==> src/logic/afm_pkg.sv <==
// Shared constants for the arithmetic fault monitor.
// Assumes one system clock and a scan step strobe from the scan sequencer.
package afm_pkg;

  // Width of a block number; zero is the null reference
  localparam int unsigned AFM_REF_W = 4;
  localparam int unsigned AFM_NUM_BLK = 15;
  localparam logic [AFM_REF_W-1:0] AFM_REF_NULL = 4'h0;

  // Fault kind selection codes
  localparam logic [1:0] AFM_KIND_ZERO = 2'h0;
  localparam logic [1:0] AFM_KIND_OVFL = 2'h1;
  localparam logic [1:0] AFM_KIND_EITHER = 2'h2;

  // Reset values
  localparam logic AFM_FLAG_RST = 1'b0;
  localparam logic AFM_STAT_RST = 1'b0;
  // Enable history resets high so a level held through reset is no edge
  localparam logic AFM_EN_HIST_RST = 1'b1;

  typedef enum logic {
    AFM_IDLE,
    AFM_ACTIVE
  } afm_state_t;

endpackage : afm_pkg

==> src/logic/afm_fault_if.sv <==
// Carrier between the fault selector and the monitor core.
// Assumes both ends run on the same clock.
`timescale 1ns/1ps
interface afm_fault_if;
  logic hit;
  logic ref_valid;

  modport src (output hit, output ref_valid);
  modport dst (input hit, input ref_valid);
endinterface : afm_fault_if

==> src/logic/afm_status_hold.sv <==
// Holds the fault status of one arithmetic block from its last evaluation.
// Assumes eval_done is a one-cycle pulse on clk_sys from the arithmetic block.
`timescale 1ns/1ps
module afm_status_hold
  import afm_pkg::*;
(
  input wire logic clk_sys,
  input wire logic rst_n,
  input wire logic eval_done,
  input wire logic divide_zero_flag,
  input wire logic overflow_flag,
  output logic latest_zero,
  output logic latest_ovfl
);

  logic zero_q;
  logic ovfl_q;

  always_ff @(posedge clk_sys or negedge rst_n) begin
    if (!rst_n) begin
      zero_q <= AFM_STAT_RST;
      ovfl_q <= AFM_STAT_RST;
    end else if (eval_done) begin
      zero_q <= divide_zero_flag;
      ovfl_q <= overflow_flag;
    end
  end

  // Completion in the step cycle counts as earlier in the scan
  always_comb begin
    latest_zero = eval_done ? divide_zero_flag : zero_q;
    latest_ovfl = eval_done ? overflow_flag : ovfl_q;
  end

endmodule : afm_status_hold

==> src/logic/afm_fault_select.sv <==
// Picks the referenced block and the selected fault kind.
// Assumes status vectors are indexed by block number minus one.
`timescale 1ns/1ps
module afm_fault_select
  import afm_pkg::*;
#(
  parameter int unsigned NUM_BLK = AFM_NUM_BLK
) (
  input wire logic [NUM_BLK-1:0] zero_vec,
  input wire logic [NUM_BLK-1:0] ovfl_vec,
  input wire logic [AFM_REF_W-1:0] source_block_ref,
  input wire logic [1:0] fault_kind_sel,
  afm_fault_if.src fault
);

  logic zero_sel;
  logic ovfl_sel;
  logic valid;

  always_comb begin
    valid = (source_block_ref != AFM_REF_NULL)
      && ({28'h0, source_block_ref} <= NUM_BLK);
    zero_sel = 1'b0;
    ovfl_sel = 1'b0;
    for (int unsigned i = 0; i < NUM_BLK; i++) begin
      if (valid && ({28'h0, source_block_ref} == i + 1)) begin
        zero_sel = zero_vec[i];
        ovfl_sel = ovfl_vec[i];
      end
    end
    fault.ref_valid = valid;
    case (fault_kind_sel)
      AFM_KIND_ZERO: fault.hit = zero_sel;
      AFM_KIND_OVFL: fault.hit = ovfl_sel;
      AFM_KIND_EITHER: fault.hit = zero_sel | ovfl_sel;
      // Unused code never raises the flag
      default: fault.hit = 1'b0;
    endcase
  end

endmodule : afm_fault_select

==> src/logic/afm_monitor.sv <==
// Arithmetic fault monitor top: flags divide-by-zero and overflow of one block.
// Assumes all inputs come from logic on clk_sys; scan_step is a one-cycle pulse
// marking the monitor's place in each program scan.
//
// Behaviour
// - Start monitoring only on enable rising edge
// - Clear input forces flag low
// - Kind selection picks zero, overflow or either
// - Either selection ORs both status bits
// - Auto clear: flag shows newest status only
// - Without auto clear, flag sticks until clear
// - Earlier evaluation seen same scan, later next
// - Null source reference keeps flag zero
// - Flag follows latest completed evaluation status
// - Block number selects one arithmetic block
`timescale 1ns/1ps
module afm_monitor
  import afm_pkg::*;
#(
  parameter int unsigned NUM_BLK = AFM_NUM_BLK
) (
  input wire logic clk_sys,
  input wire logic rst_n,
  input wire logic scan_step,
  input wire logic enable,
  input wire logic clear_in,
  input wire logic auto_clear_select,
  input wire logic [1:0] fault_kind_sel,
  input wire logic [AFM_REF_W-1:0] source_block_ref,
  input wire logic [NUM_BLK-1:0] eval_done,
  input wire logic [NUM_BLK-1:0] divide_zero_flag,
  input wire logic [NUM_BLK-1:0] overflow_flag,
  output logic fault_flag,
  output logic monitor_active
);

  logic [NUM_BLK-1:0] zero_vec;
  logic [NUM_BLK-1:0] ovfl_vec;
  logic en_hist_q;
  logic fault_flag_q;
  logic fault_flag_d;
  afm_state_t state_q;
  afm_fault_if fault ();

  // Separate status per block, as each block owns its own fault bits
  for (genvar g = 0; g < NUM_BLK; g++) begin : g_hold
    afm_status_hold u_hold (
      .clk_sys(clk_sys),
      .rst_n(rst_n),
      .eval_done(eval_done[g]),
      .divide_zero_flag(divide_zero_flag[g]),
      .overflow_flag(overflow_flag[g]),
      .latest_zero(zero_vec[g]),
      .latest_ovfl(ovfl_vec[g])
    );
  end

  afm_fault_select #(
    .NUM_BLK(NUM_BLK)
  ) u_select (
    .zero_vec(zero_vec),
    .ovfl_vec(ovfl_vec),
    .source_block_ref(source_block_ref),
    .fault_kind_sel(fault_kind_sel),
    .fault(fault.src)
  );

  always_ff @(posedge clk_sys or negedge rst_n) begin
    if (!rst_n) begin
      en_hist_q <= AFM_EN_HIST_RST;
    end else begin
      en_hist_q <= enable;
    end
  end

  // Dropping enable disarms; only a fresh edge re-arms
  always_ff @(posedge clk_sys or negedge rst_n) begin
    if (!rst_n) begin
      state_q <= AFM_IDLE;
    end else begin
      case (state_q)
        AFM_IDLE: if (enable && !en_hist_q) state_q <= AFM_ACTIVE;
        AFM_ACTIVE: if (!enable) state_q <= AFM_IDLE;
        default: state_q <= AFM_IDLE;
      endcase
    end
  end

  always_comb begin
    fault_flag_d = fault_flag_q;
    if (scan_step && state_q == AFM_ACTIVE) begin
      if (auto_clear_select) begin
        fault_flag_d = fault.hit;
      end else begin
        fault_flag_d = fault_flag_q | fault.hit;
      end
    end
    // Clear beats a coincident fault, as the reset input is meant to
    if (clear_in) begin
      fault_flag_d = 1'b0;
    end
    if (!fault.ref_valid) begin
      fault_flag_d = 1'b0;
    end
  end

  always_ff @(posedge clk_sys or negedge rst_n) begin
    if (!rst_n) begin
      fault_flag_q <= AFM_FLAG_RST;
    end else begin
      fault_flag_q <= fault_flag_d;
    end
  end

  always_comb begin
    fault_flag = fault_flag_q;
    monitor_active = (state_q == AFM_ACTIVE);
  end

endmodule : afm_monitor

==> config.mk <==
export PLATFORM = sky130hd
export DESIGN_NAME = afm_monitor
export DESIGN_NICKNAME = d
export VERILOG_FILES = /design/src/logic/afm_pkg.sv /design/src/logic/afm_fault_if.sv /design/src/logic/afm_status_hold.sv /design/src/logic/afm_fault_select.sv /design/src/logic/afm_monitor.sv
export SDC_FILE = /design/constraint.sdc
export NUM_CORES = 1
export LEC_CHECK = 0
export BUFFER_PORTS_ARGS = -buffer_cell sky130_fd_sc_hd__buf_2
export CAP_MARGIN = 20
export CORE_MARGIN = 8
export CORE_UTILIZATION = 49
export DETAILED_ROUTE_END_ITERATION = 7
export GPL_TIMING_DRIVEN = 0
export PLACE_DENSITY = 0.79
export SYNTH_ARGS = -nofsm -noshare
export SYNTH_HDL_FRONTEND = slang
export SYNTH_SLANG_ARGS = --single-unit
==> constraint.sdc <==
create_clock -name clk_sys -period 1.7 [get_ports clk_sys]
set_clock_uncertainty 0.05 [all_clocks]
set_input_delay 0.34 -clock clk_sys [delete_from_list [all_inputs] [get_ports clk_sys]]
set_output_delay 0.34 -clock clk_sys [all_outputs]
set_load 0.1 [all_outputs]
==> results of run 1 <==
[state kept, by name, summed over array words and instances, names as in the netlist]
signal / cells
monitor_active: 1
en_hist_q: 1
g_hold.u_hold.ovfl_q: 15
g_hold.u_hold.zero_q: 15
fault_flag: 1
[logic make-up after synthesis]
| group | after synthesis |
|---|---|
| muxes | 37 |
| buffers and inverters | 11 |
| DFF | 33 |
| AOI/OAI and AO/OA | 26 |
| and+or+nand+nor | 21 |
| xor gates and xnor gates | 1 |
[power by group through the flow]
stage	clock [mW]	sequential, mW	combinational (mW)
4_1_cts	0.414	0.881	0.331
3_3_place_gp	0	0.891	0.318
5_1_grt	0.446	0.888	0.372
3_5_place_dp	0	0.896	0.329
2_1_floorplan	0	0.909	0.180
6_report	0.398	0.879	0.339
[metal layers]
| layer | vias up | part of all wire | global-route usage |
|---|---|---|---|
| li1 | 599 | - | - |
| met1 | 627 | 0.36 | 0.153 |
| met2 | 49 | 0.54 | 0.255 |
| met3 | 8 | 0.085 | 0.0559 |
| met4 | 0 | 0.019 | 0.0732 |
| met5 | - | 0 | 0 |
[cell usage in the layout, fill, tap and decap left out, types with 2 or more instances in the layout]
master,Yosys,layout
mux2_2,24,24
nor2_1,4,4
o21ai_0,2,2
clkbuf_4,0,5
buf_2,1,58
nor4_1,2,2
a21oi_1,4,4
a31oi_1,2,2
mux2i_1,8,8
buf_4,2,2
mux2_4,3,4
a21o_1,2,2
nand2_1,8,8
inv_1,7,7
nand2b_1,2,2
clkbuf_1,0,3
dfrtp_1,32,31
[repair_timing]
| action | 4_1_cts | 5_1_grt |
|---|---|---|
| hold endpoints to repair | 0 | 0 |
| buffers inserted | 0 | 0 |
| endpoints found under the setup margin | 0 | 1 |
| resized for setup | 0 | 3 |
[worst max-delay path, delay by kind of cell (launching register included)]
kind | cells | cell delay [ns]
flip-flops | 1 | 0.37
multiplexers | 2 | 0.55
AO/OA/AOI/OAI | 3 | 0.42
AND/OR/NAND/NOR | 1 | 0.13
[worst paths after layout]
| check | end | slack (ns) |
|---|---|---|
| setup / recovery | fault_flag | 0.07 |
| hold / removal | g_hold[13].u_hold.zero_q | 0.01 |
| setup reg to reg | fault_flag | 0.07 |
| hold reg to reg | g_hold[7].u_hold.zero_q | 0.45 |
| max in group asynchronous | monitor_active | 1.09 |
| min in group clk_sys | en_hist_q | 0.07 |
[area by class of cell]
type	count	area, um^2
fill	280	1210
sequential	33	828
multi-input combinational	85	742
timing repair buffer	57	285
tap	46	57.6
clock buffer	8	48.8
buffer	4	31.3
inverter	7	26.3
==> key figures, run 1 <==
Outcome
  – Status: finished, final reports clean

Power
  – Clock power share: 0.246
  – P per Cell Area: 800 nW/um^2
  – Leakage: 0.977 nW
  – P_sw: 0.424 mW
  – Comb pwr share: 0.210
  – Sequential cell fraction of total power: 0.544
  – Power, Total: 1.62 mW
  – Sw Share: 0.262
  – Max IR drop VDD: 0.566 mV
  – Pint: 1.19 mW

Drt
  – Drt first pass iters: 4
  – Residual DRC: 0
  – Routed wire length: 3760 um
  – Total number of vias: 1,283
  – Vias per cell: 5.35
  – Post-DRT Antenna Nets: 0
  – Iteration-0 DRC Markers: 45
  – Drt wl/cell: 15.7 um

Final layout
  – Final Util: 0.625
  – Share of layout cells above drive strength 1: 0.510
  – Finished Cell Area: 2020 um^2
  – Area growth, synth to finish: 25.5%
  – Post-Layout Cell Count: 240
  – Ant. Diodes: 0
  – Layout Nets: 250

Timing
  – Final TNS setup: 0 ns
  – Count of final setup violators: 0
  – Achievable Freq: 613 MHz
  – Hold_ws: 0.0127 ns
  – Fin crit share: 0.959
  – Final slew viol count: 0
  – Hold Fails Final Rpt: 0
  – Worst Tran Pin Value: 0.717 ns
  – Final Worst Setup Slack: 0.0694 ns
  – Slew Limit Headroom: 0.522
  – Fin crit period: 1.63 ns

Floorplan
  – Rows: 21
  – Core area: 3230 um^2
  – Starting Density: 0.498
  – Io pins: 59
  – DIE AREA: 5370 um^2
  – DIE WIDTH: 73.3 um
  – Die Height: 73.3 um

Setup path
  – CP max stage cell: dfrtp_1
  – Critical path arrival: 1.78 ns
  – Critical path class: reg2reg
  – Crit. Startpoint: g_hold[8].u_hold.zero_q
  – Slowest stage delay, CP: 0.37 ns
  – Crit end category: flip-flop
  – CP Max Fanout: 2
  – FF-to-FF path depth: 6
  – WP data required: 1.85 ns
  – Reg-to-Reg Start: g_hold[8].u_hold.zero_q
  – Crit-path cells: mux2_4, mux2_2, nor3_2, o41ai_1, o31ai_1, o21ai_1
  – Kind of start point of the critical path: flip-flop

Global route
  – Number of global-route vias before repair: 1,373
  – Largest net degree at the start of global routing: 34
  – Grt total ovfl: 0
  – First-pass GRT wire length: 6110 um
  – Initial antenna violation count: 0
  – GRT Resource Usage Total: 0.148

Yosys
  – Asr flop ratio synth: 1.00
  – Distinct cells, synth: 39
  – Post-synth top cells: 32 x dfrtp_1, 24 x mux2_2, 8 x mux2i_1, 8 x nand2_1, 7 x inv_1
  – Yosys top cell area share: 0.498
  – Largest cells by area after synthesis: dfrtp_1 50%, mux2_2 17%, mux2i_1 5.0%
  – Post-synthesis mux area share: 0.260
  – Synth Area in Compound Gates: 0.121
  – Yosys warns: 0
  – Largest family of logic cells by synthesized area: multiplexers
  – Post-synth top area cell: dfrtp_1
  – Post-synthesis xor/xnor area fraction: 0.00544
  – Post-Synth Adder-Cell Area: 0
  – Synthesized Nets: 186
  – Cells after synthesis: 129
  – Avg Cell Area, Syn: 12.5 um^2
  – Yosys reg bits: 33
  – Post-synth top flop: dfrtp_1
  – Syn Std Cell Area: 1610 um^2
  – Register area share after synthesis: 0.514
  – EDFF count, synth: 0
  – Cell with the most instances after synthesis: dfrtp_1
  – Post-synthesis simple-gate area fraction: 0.0638

Placement
  – Dpl cells: 232
  – Place WS: -0.0654 ns
  – Placer Congestion: 0.897
  – IO Port Bufs: 57
  – Post-DP Area: 1950 um^2
  – DP HPWL: 2960 um

Clock tree
  – H-Tree Level Count: 2
  – CTS tree: done
  – Skew-Pair Late Insertion Delay: 0.32 ns
  – Max Root-Sink Buffers: 2
  – Hold Buf Count CTS: 0
  – Clock-pin transition on the worst setup and hold timing paths: 0.09 ns
  – CTS sink count: 33
  – CTS root buffer: clkbuf_4
  – Num CTS Buffers: 5

Hold path
  – Min-delay worst type: in2async

Run
  – Max cap viols: 0
Power figures use the tool's default switching activity.
==> run 2: changes to the inputs <==
- CTS_BUF_LIST: unset -> sky130_fd_sc_hd__clkbuf_16
==> run 2 against run 1 <==
Clock power increased by 100%. Sequential share of layout area decreased by 1.7 points. Worst setup slack improved by 0.0064 ns. Count of clock-buffer cells in the layout decreased by 3. Maximum frequency increased by 0.39%. Die area unchanged. Hold slack improved by 0.057 ns. Core utilization increased by 2.7 points. Largest cell class unchanged. Combinational power about the same. Via count decreased by 0.31%.
==> key figures, run 2 (synthesis gave the netlist of run 1 again) <==
Global route
  – Initial antenna violation count: 0 (unchanged)
  – First-pass GRT wire length: 6080 um (-0.57%)
  – Largest net degree at the start of global routing: 34 (unchanged)
  – Grt total ovfl: 0 (unchanged)
  – Number of global-route vias before repair: 1,374 (+0.073%)
  – GRT Resource Usage Total: 0.146 (-0.00221)

Outcome
  – Status: finished, final reports clean

Floorplan
  – DIE WIDTH: 73.3 um (unchanged)
  – Die Height: 73.3 um (unchanged)
  – Io pins: 59 (unchanged)
  – Rows: 21 (unchanged)
  – Starting Density: 0.498 (unchanged)
  – DIE AREA: 5370 um^2 (unchanged)
  – Core area: 3230 um^2 (unchanged)

Setup path
  – CP Max Fanout: 2 (unchanged)
  – Crit end category: flip-flop
  – Critical R2R Capture: fault_flag
  – WP data required: 1.79 ns (-0.06 ns)
  – Critical path arrival: 1.71 ns (-0.07 ns)
  – Reg2reg setup slack: 0.08 ns (about the same)
  – FF-to-FF path depth: 6 (unchanged)
  – Reg-to-Reg Start: g_hold[14].u_hold.ovfl_q
  – Critical path class: reg2reg
  – Kind of start point of the critical path: flip-flop

Power
  – Power, Total: 2.02 mW (+25%)
  – Max IR drop VDD: 0.791 mV (+40%)
  – Sequential cell fraction of total power: 0.437 (-0.107)
  – P_sw: 0.467 mW (+10%)
  – P per Cell Area: 960 nW/um^2 (+20%)
  – Leakage: 1.03 nW (+5.2%)
  – Pint: 1.55 mW (+30%)
  – Clock power share: 0.396 (+0.150)
  – Sw Share: 0.231 (-0.0311)
  – Comb pwr share: 0.167 (-0.043)

Timing
  – Achievable Freq: 616 MHz (+0.39%)
  – Hold Fails Final Rpt: 0 (unchanged)
  – Hold_ws: 0.0700 ns (+0.0573 ns)
  – Slew Limit Headroom: 0.521 (-0.00111)
  – Fin crit share: 0.955 (-0.00377)
  – Final slew viol count: 0 (unchanged)
  – Fin crit period: 1.62 ns (-0.00640 ns)
  – Worst Tran Pin Value: 0.718 ns (+0.00167 ns)
  – Count of final setup violators: 0 (unchanged)

Drt
  – Total number of vias: 1,279 (-0.31%)
  – Iteration-0 DRC Markers: 54 (+20%)
  – Post-DRT Antenna Nets: 0 (unchanged)
  – Residual DRC: 0 (unchanged)
  – Drt wl/cell: 15.6 um (-0.11%)
  – Routed wire length: 3760 um (-0.11%)
  – Vias per cell: 5.33 (-0.31%)
  – Drt first pass iters: 4 (unchanged)

Clock tree
  – Num CTS Buffers: 5 (unchanged)
  – CTS root buffer: clkbuf_16
  – CTS sink count: 33 (unchanged)
  – Hold Buf Count CTS: 0 (unchanged)
  – CTS tree: done
  – Clock-pin transition on the worst setup and hold timing paths: 0.05 ns (-0.04 ns)
  – H-Tree Level Count: 2 (unchanged)
  – Setup bufs post-CTS: 0 (unchanged)
  – Max Root-Sink Buffers: 2 (unchanged)
  – CTS resizes: 0 (unchanged)
  – Skew-Pair Late Insertion Delay: 0.27 ns (-0.05 ns)

Hold path
  – Min-delay worst type: in2async

Final layout
  – Share of layout cells above drive strength 1: 0.510 (unchanged)
  – FF+latch area: 828 um^2 (unchanged)
  – Commonest non-fill, non-tap cell in the layout: buf_2
  – Area of the multi-input gates: 742 um^2 (unchanged)
  – Fillers: 257 (-8.2%)
  – Top flop regs: g_hold.u_hold.ovfl_q: 15 flops, g_hold.u_hold.zero_q: 15 flops
  – Layout Nets: 250 (unchanged)
  – Most frequent cells in the layout: 58 x buf_2, 31 x dfrtp_1, 24 x mux2_2
  – Ant. Diodes: 0 (unchanged)
  – Area growth, synth to finish: 30.9%

Placement
  – IO Port Bufs: 57 (unchanged)
  – DP HPWL: 2960 um (unchanged)
  – Placer Congestion: 0.897 (unchanged)

Run
  – Max cap viols: 0 (unchanged)
-- run 2: layer usage --
metal | up-vias | global-route usage | share of wire
li1 | 603 | - | -
met1 | 625 | 0.152 | 0.37
met2 | 43 | 0.255 | 0.53
met3 | 8 | 0.0518 | 0.080
met4 | 0 | 0.0665 | 0.020
met5 | - | 0 | 0
-- run 2: power groups by stage --
stage	registers [mW]	logic [mW]	clock network [mW]
after detailed placement	0.896	0.329	0
after floorplan	0.909	0.180	0
after CTS	0.884	0.330	0.816
after global routing	0.891	0.372	0.856
final	0.883	0.338	0.800
after global placement	0.891	0.318	0
-- run 2: critical path: stages (launching register included) --
cell,delay (ns)
dfrtp_1,0.35
mux2_4,0.27
mux2i_1,0.18
a41o_1,0.22
a311oi_1,0.06
o31ai_1,0.25
o21ai_1,0.11
-- run 2: area by class of cell --
| cell class | instances | share of cell area |
|---|---|---|
| Buffer | 4 | 0.0148 |
| Clock buffer | 5 | 0.0594 |
| Clock inverter | 3 | 0.00534 |
| Inverter | 7 | 0.0125 |
| Multi-Input combinational cell | 85 | 0.352 |
| Sequential cell | 33 | 0.393 |
| Tap cell | 46 | 0.0273 |
| Timing Repair Buffer | 57 | 0.135 |
-- run 2: how the worst max path moves through the flow --
stage                             start  depth (start not counted)         end  slack, ns
6_report       g_hold[14].u_hold.ovfl_q                          6  fault_flag       0.08
5_1_grt         g_hold[7].u_hold.zero_q                          6  fault_flag     -0.003
4_1_cts         g_hold[8].u_hold.zero_q                          6  fault_flag       0.06
3_5_place_dp               eval_done[8]                          7  fault_flag      -0.07
3_3_place_gp               eval_done[7]                          7  fault_flag      -0.06
2_1_floorplan                fault_flag                          5  fault_flag       0.03
-- run 2: per-stage QoR --
| stage | cells | setup TNS, ns | worst slack (ns) | util | cell area (um^2) |
|---|---|---|---|---|---|
| final | 240 | 0 | 0.0758 | 0.652 | 2110 |
| after global routing | 240 | -0.00347 | -0.00347 | 0.652 | 2110 |
| after CTS | 240 | 0 | 0.0610 | 0.647 | 2090 |
| after detailed placement | 232 | -0.0654 | -0.0654 | 0.604 | 1950 |
| after global placement | 232 | -0.0559 | -0.0559 | 0.604 | 1950 |
| after floorplan | 129 | 0 | 0.0252 | - | 1610 |
==> run 3: changes to the inputs <==
- GPL_TIMING_DRIVEN: 0 -> unset
==> run 3 against run 2 <==
Flip-flop and latch count stayed put. Design area down 0.24%. Routed wire length is 7.1% higher. Global-route usage increased by 1.4 points. Register-to-register slack hardly changed. Sequential power barely moved. Sequential share of layout area increased by 0.094 points. First-iteration DRC count is 11% higher. Final cell count stayed put. Die area did not move. Critical path type unchanged.
==> key figures, run 3 (synthesis gave the netlist of run 1 again) <==
Global route
  – GRT Resource Usage Total: 0.160 (+0.0143)
  – Number of global-route vias before repair: 1,442 (+4.9%)
  – Grt total ovfl: 0 (unchanged)
  – Largest net degree at the start of global routing: 34 (unchanged)
  – First-pass GRT wire length: 6510 um (+7.0%)
  – Initial antenna violation count: 0 (unchanged)

Final layout
  – Share of layout cells above drive strength 1: 0.515 (+0.00515)
  – Finished Cell Area: 2100 um^2 (-0.24%)
  – Commonest non-fill, non-tap cell in the layout: buf_2
  – Ant. Diodes: 0 (unchanged)
  – Post-Layout Cell Count: 240 (unchanged)
  – Layout Nets: 250 (unchanged)
  – Fillers: 266 (+3.5%)
  – Top flop regs: g_hold.u_hold.ovfl_q: 15 flops, g_hold.u_hold.zero_q: 15 flops
  – Most frequent cells in the layout: 58 x buf_2, 31 x dfrtp_1, 24 x mux2_2
  – Area growth, synth to finish: 30.6%

Setup path
  – CP Max Fanout: 2 (unchanged)
  – Reg-to-Reg Start: g_hold[7].u_hold.zero_q
  – Crit. Startpoint: g_hold[7].u_hold.zero_q
  – Kind of start point of the critical path: flip-flop
  – WP data required: 1.80 ns (about the same)
  – Critical path arrival: 1.73 ns (+0.02 ns)
  – Crit path capture: fault_flag
  – Critical path class: reg2reg
  – Crit end category: flip-flop
  – Reg2reg setup slack: 0.07 ns (about the same)
  – Critical R2R Capture: fault_flag
  – FF-to-FF path depth: 6 (unchanged)

Power
  – Leakage: 1.02 nW (-0.85%)
  – Power, Total: 2.06 mW (+1.8%)
  – P per Cell Area: 979 nW/um^2 (+2.1%)
  – Max IR drop VDD: 0.558 mV (-29%)

Clock tree
  – Num CTS Buffers: 5 (unchanged)
  – Max Root-Sink Buffers: 2 (unchanged)
  – CTS resizes: 0 (unchanged)
  – Skew-Pair Late Insertion Delay: 0.28 ns (about the same)
  – H-Tree Level Count: 2 (unchanged)
  – CTS root buffer: clkbuf_16
  – CTS tree: done
  – Clock-pin transition on the worst setup and hold timing paths: 0.05 ns (about the same)
  – Setup bufs post-CTS: 0 (unchanged)
  – Hold Buf Count CTS: 0 (unchanged)
  – CTS sink count: 33 (unchanged)

Timing
  – Hold_ws: 0.0687 ns (-0.00136 ns)
  – Final TNS setup: 0 ns (unchanged)
  – Fin crit share: 0.957 (+0.00177)
  – Worst Tran Pin Value: 0.730 ns (+0.0119 ns)
  – Hold Fails Final Rpt: 0 (unchanged)
  – Slew Limit Headroom: 0.513 (-0.00795)
  – Count of final setup violators: 0 (unchanged)
  – RSZ-0062 raised after global routing: yes
  – Fin crit period: 1.63 ns (+0.00302 ns)
  – Achievable Freq: 615 MHz (-0.19%)
  – Final slew viol count: 0 (unchanged)

Placement
  – Placer Congestion: 0.884 (-1.4%)
  – IO Port Bufs: 58 (+1.8%)
  – Post-DP Area: 1950 um^2 (-0.19%)
  – DP HPWL: 3060 um (+3.3%)
  – Dpl cells: 232 (unchanged)

Outcome
  – Status: finished, final reports clean

Floorplan
  – Starting Density: 0.498 (unchanged)
  – Die Height: 73.3 um (unchanged)
  – Io pins: 59 (unchanged)
  – DIE AREA: 5370 um^2 (unchanged)
  – Core area: 3230 um^2 (unchanged)
  – Rows: 21 (unchanged)
  – DIE WIDTH: 73.3 um (unchanged)

Drt
  – Routed wire length: 4020 um (+7.1%)
  – Vias per cell: 5.30 (-0.63%)
  – Drt wl/cell: 16.8 um (+7.1%)
  – Total number of vias: 1,271 (-0.63%)
  – Residual DRC: 0 (unchanged)
  – Post-DRT Antenna Nets: 0 (unchanged)
  – Iteration-0 DRC Markers: 60 (+11%)
  – Drt first pass iters: 4 (unchanged)

Hold path
  – Min-delay worst type: in2async

Run
  – Max cap viols: 0 (unchanged)
==> run 3: cell types whose count changed in the layout (fill, tap and decap cells not counted) <==
cell / before / now
clkinv_2: 0 / 1
o31ai_2: 0 / 1
nor3_4: 0 / 1
buf_4: 2 / 3
nor3_2: 1 / 0
buf_6: 1 / 0
inv_1: 10 / 7
o31ai_4: 1 / 0
clkinv_1: 0 / 2
==> run 3: metrics by stage <==
step	utilization	worst slack [ns]
after floorplan	-	0.0252
after global placement	0.603	-0.0111
after detailed placement	0.603	-0.0406
after CTS	0.646	0.0908
after global routing	0.650	-0.0175
final	0.650	0.0728
==> run 3: critical path: stages (launching register included) <==
cell     delay (ns)
dfrtp_1        0.36
mux2_4         0.28
mux2_4         0.29
nor3_4         0.11
o41ai_1        0.10
o31ai_1        0.23
o21ai_1        0.09
==> run 3: final cells by class <==
type | count | area [um^2] | share of cell area
sequential | 33 | 828 | 0.394
multi-input combinational | 85 | 739 | 0.352
timing repair buffer | 61 | 313 | 0.149
clock buffer | 5 | 125 | 0.0595
tap | 46 | 57.6 | 0.0274
inverter | 7 | 26.3 | 0.0125
clock inverter | 3 | 12.5 | 0.00595
==> run 3: worst min path at each step <==
stage | end | cells after the start
4_1_cts | g_hold[13].u_hold.zero_q | 1
3_3_place_gp | g_hold[13].u_hold.zero_q | 1
2_1_floorplan | fault_flag | 0
5_1_grt | en_hist_q | 1
3_5_place_dp | g_hold[13].u_hold.ovfl_q | 1
6_report | g_hold[13].u_hold.zero_q | 1
==> run 3: routing by layer <==
layer | track usage | share of wire | vias up
met1 | 0.167 | 0.38 | 609
li1 | - | - | 601
met2 | 0.273 | 0.52 | 48
met5 | 0 | 0 | -
met3 | 0.0532 | 0.059 | 13
met4 | 0.0931 | 0.039 | 0
==> run 3: power breakdown <==
part           switching [mW]  leakage [nW]  total (mW)  internal, mW
Combinational           0.172         0.564       0.339         0.167
Sequential             0.0223         0.386       0.885         0.863
Clock                   0.307        0.0687       0.835         0.528
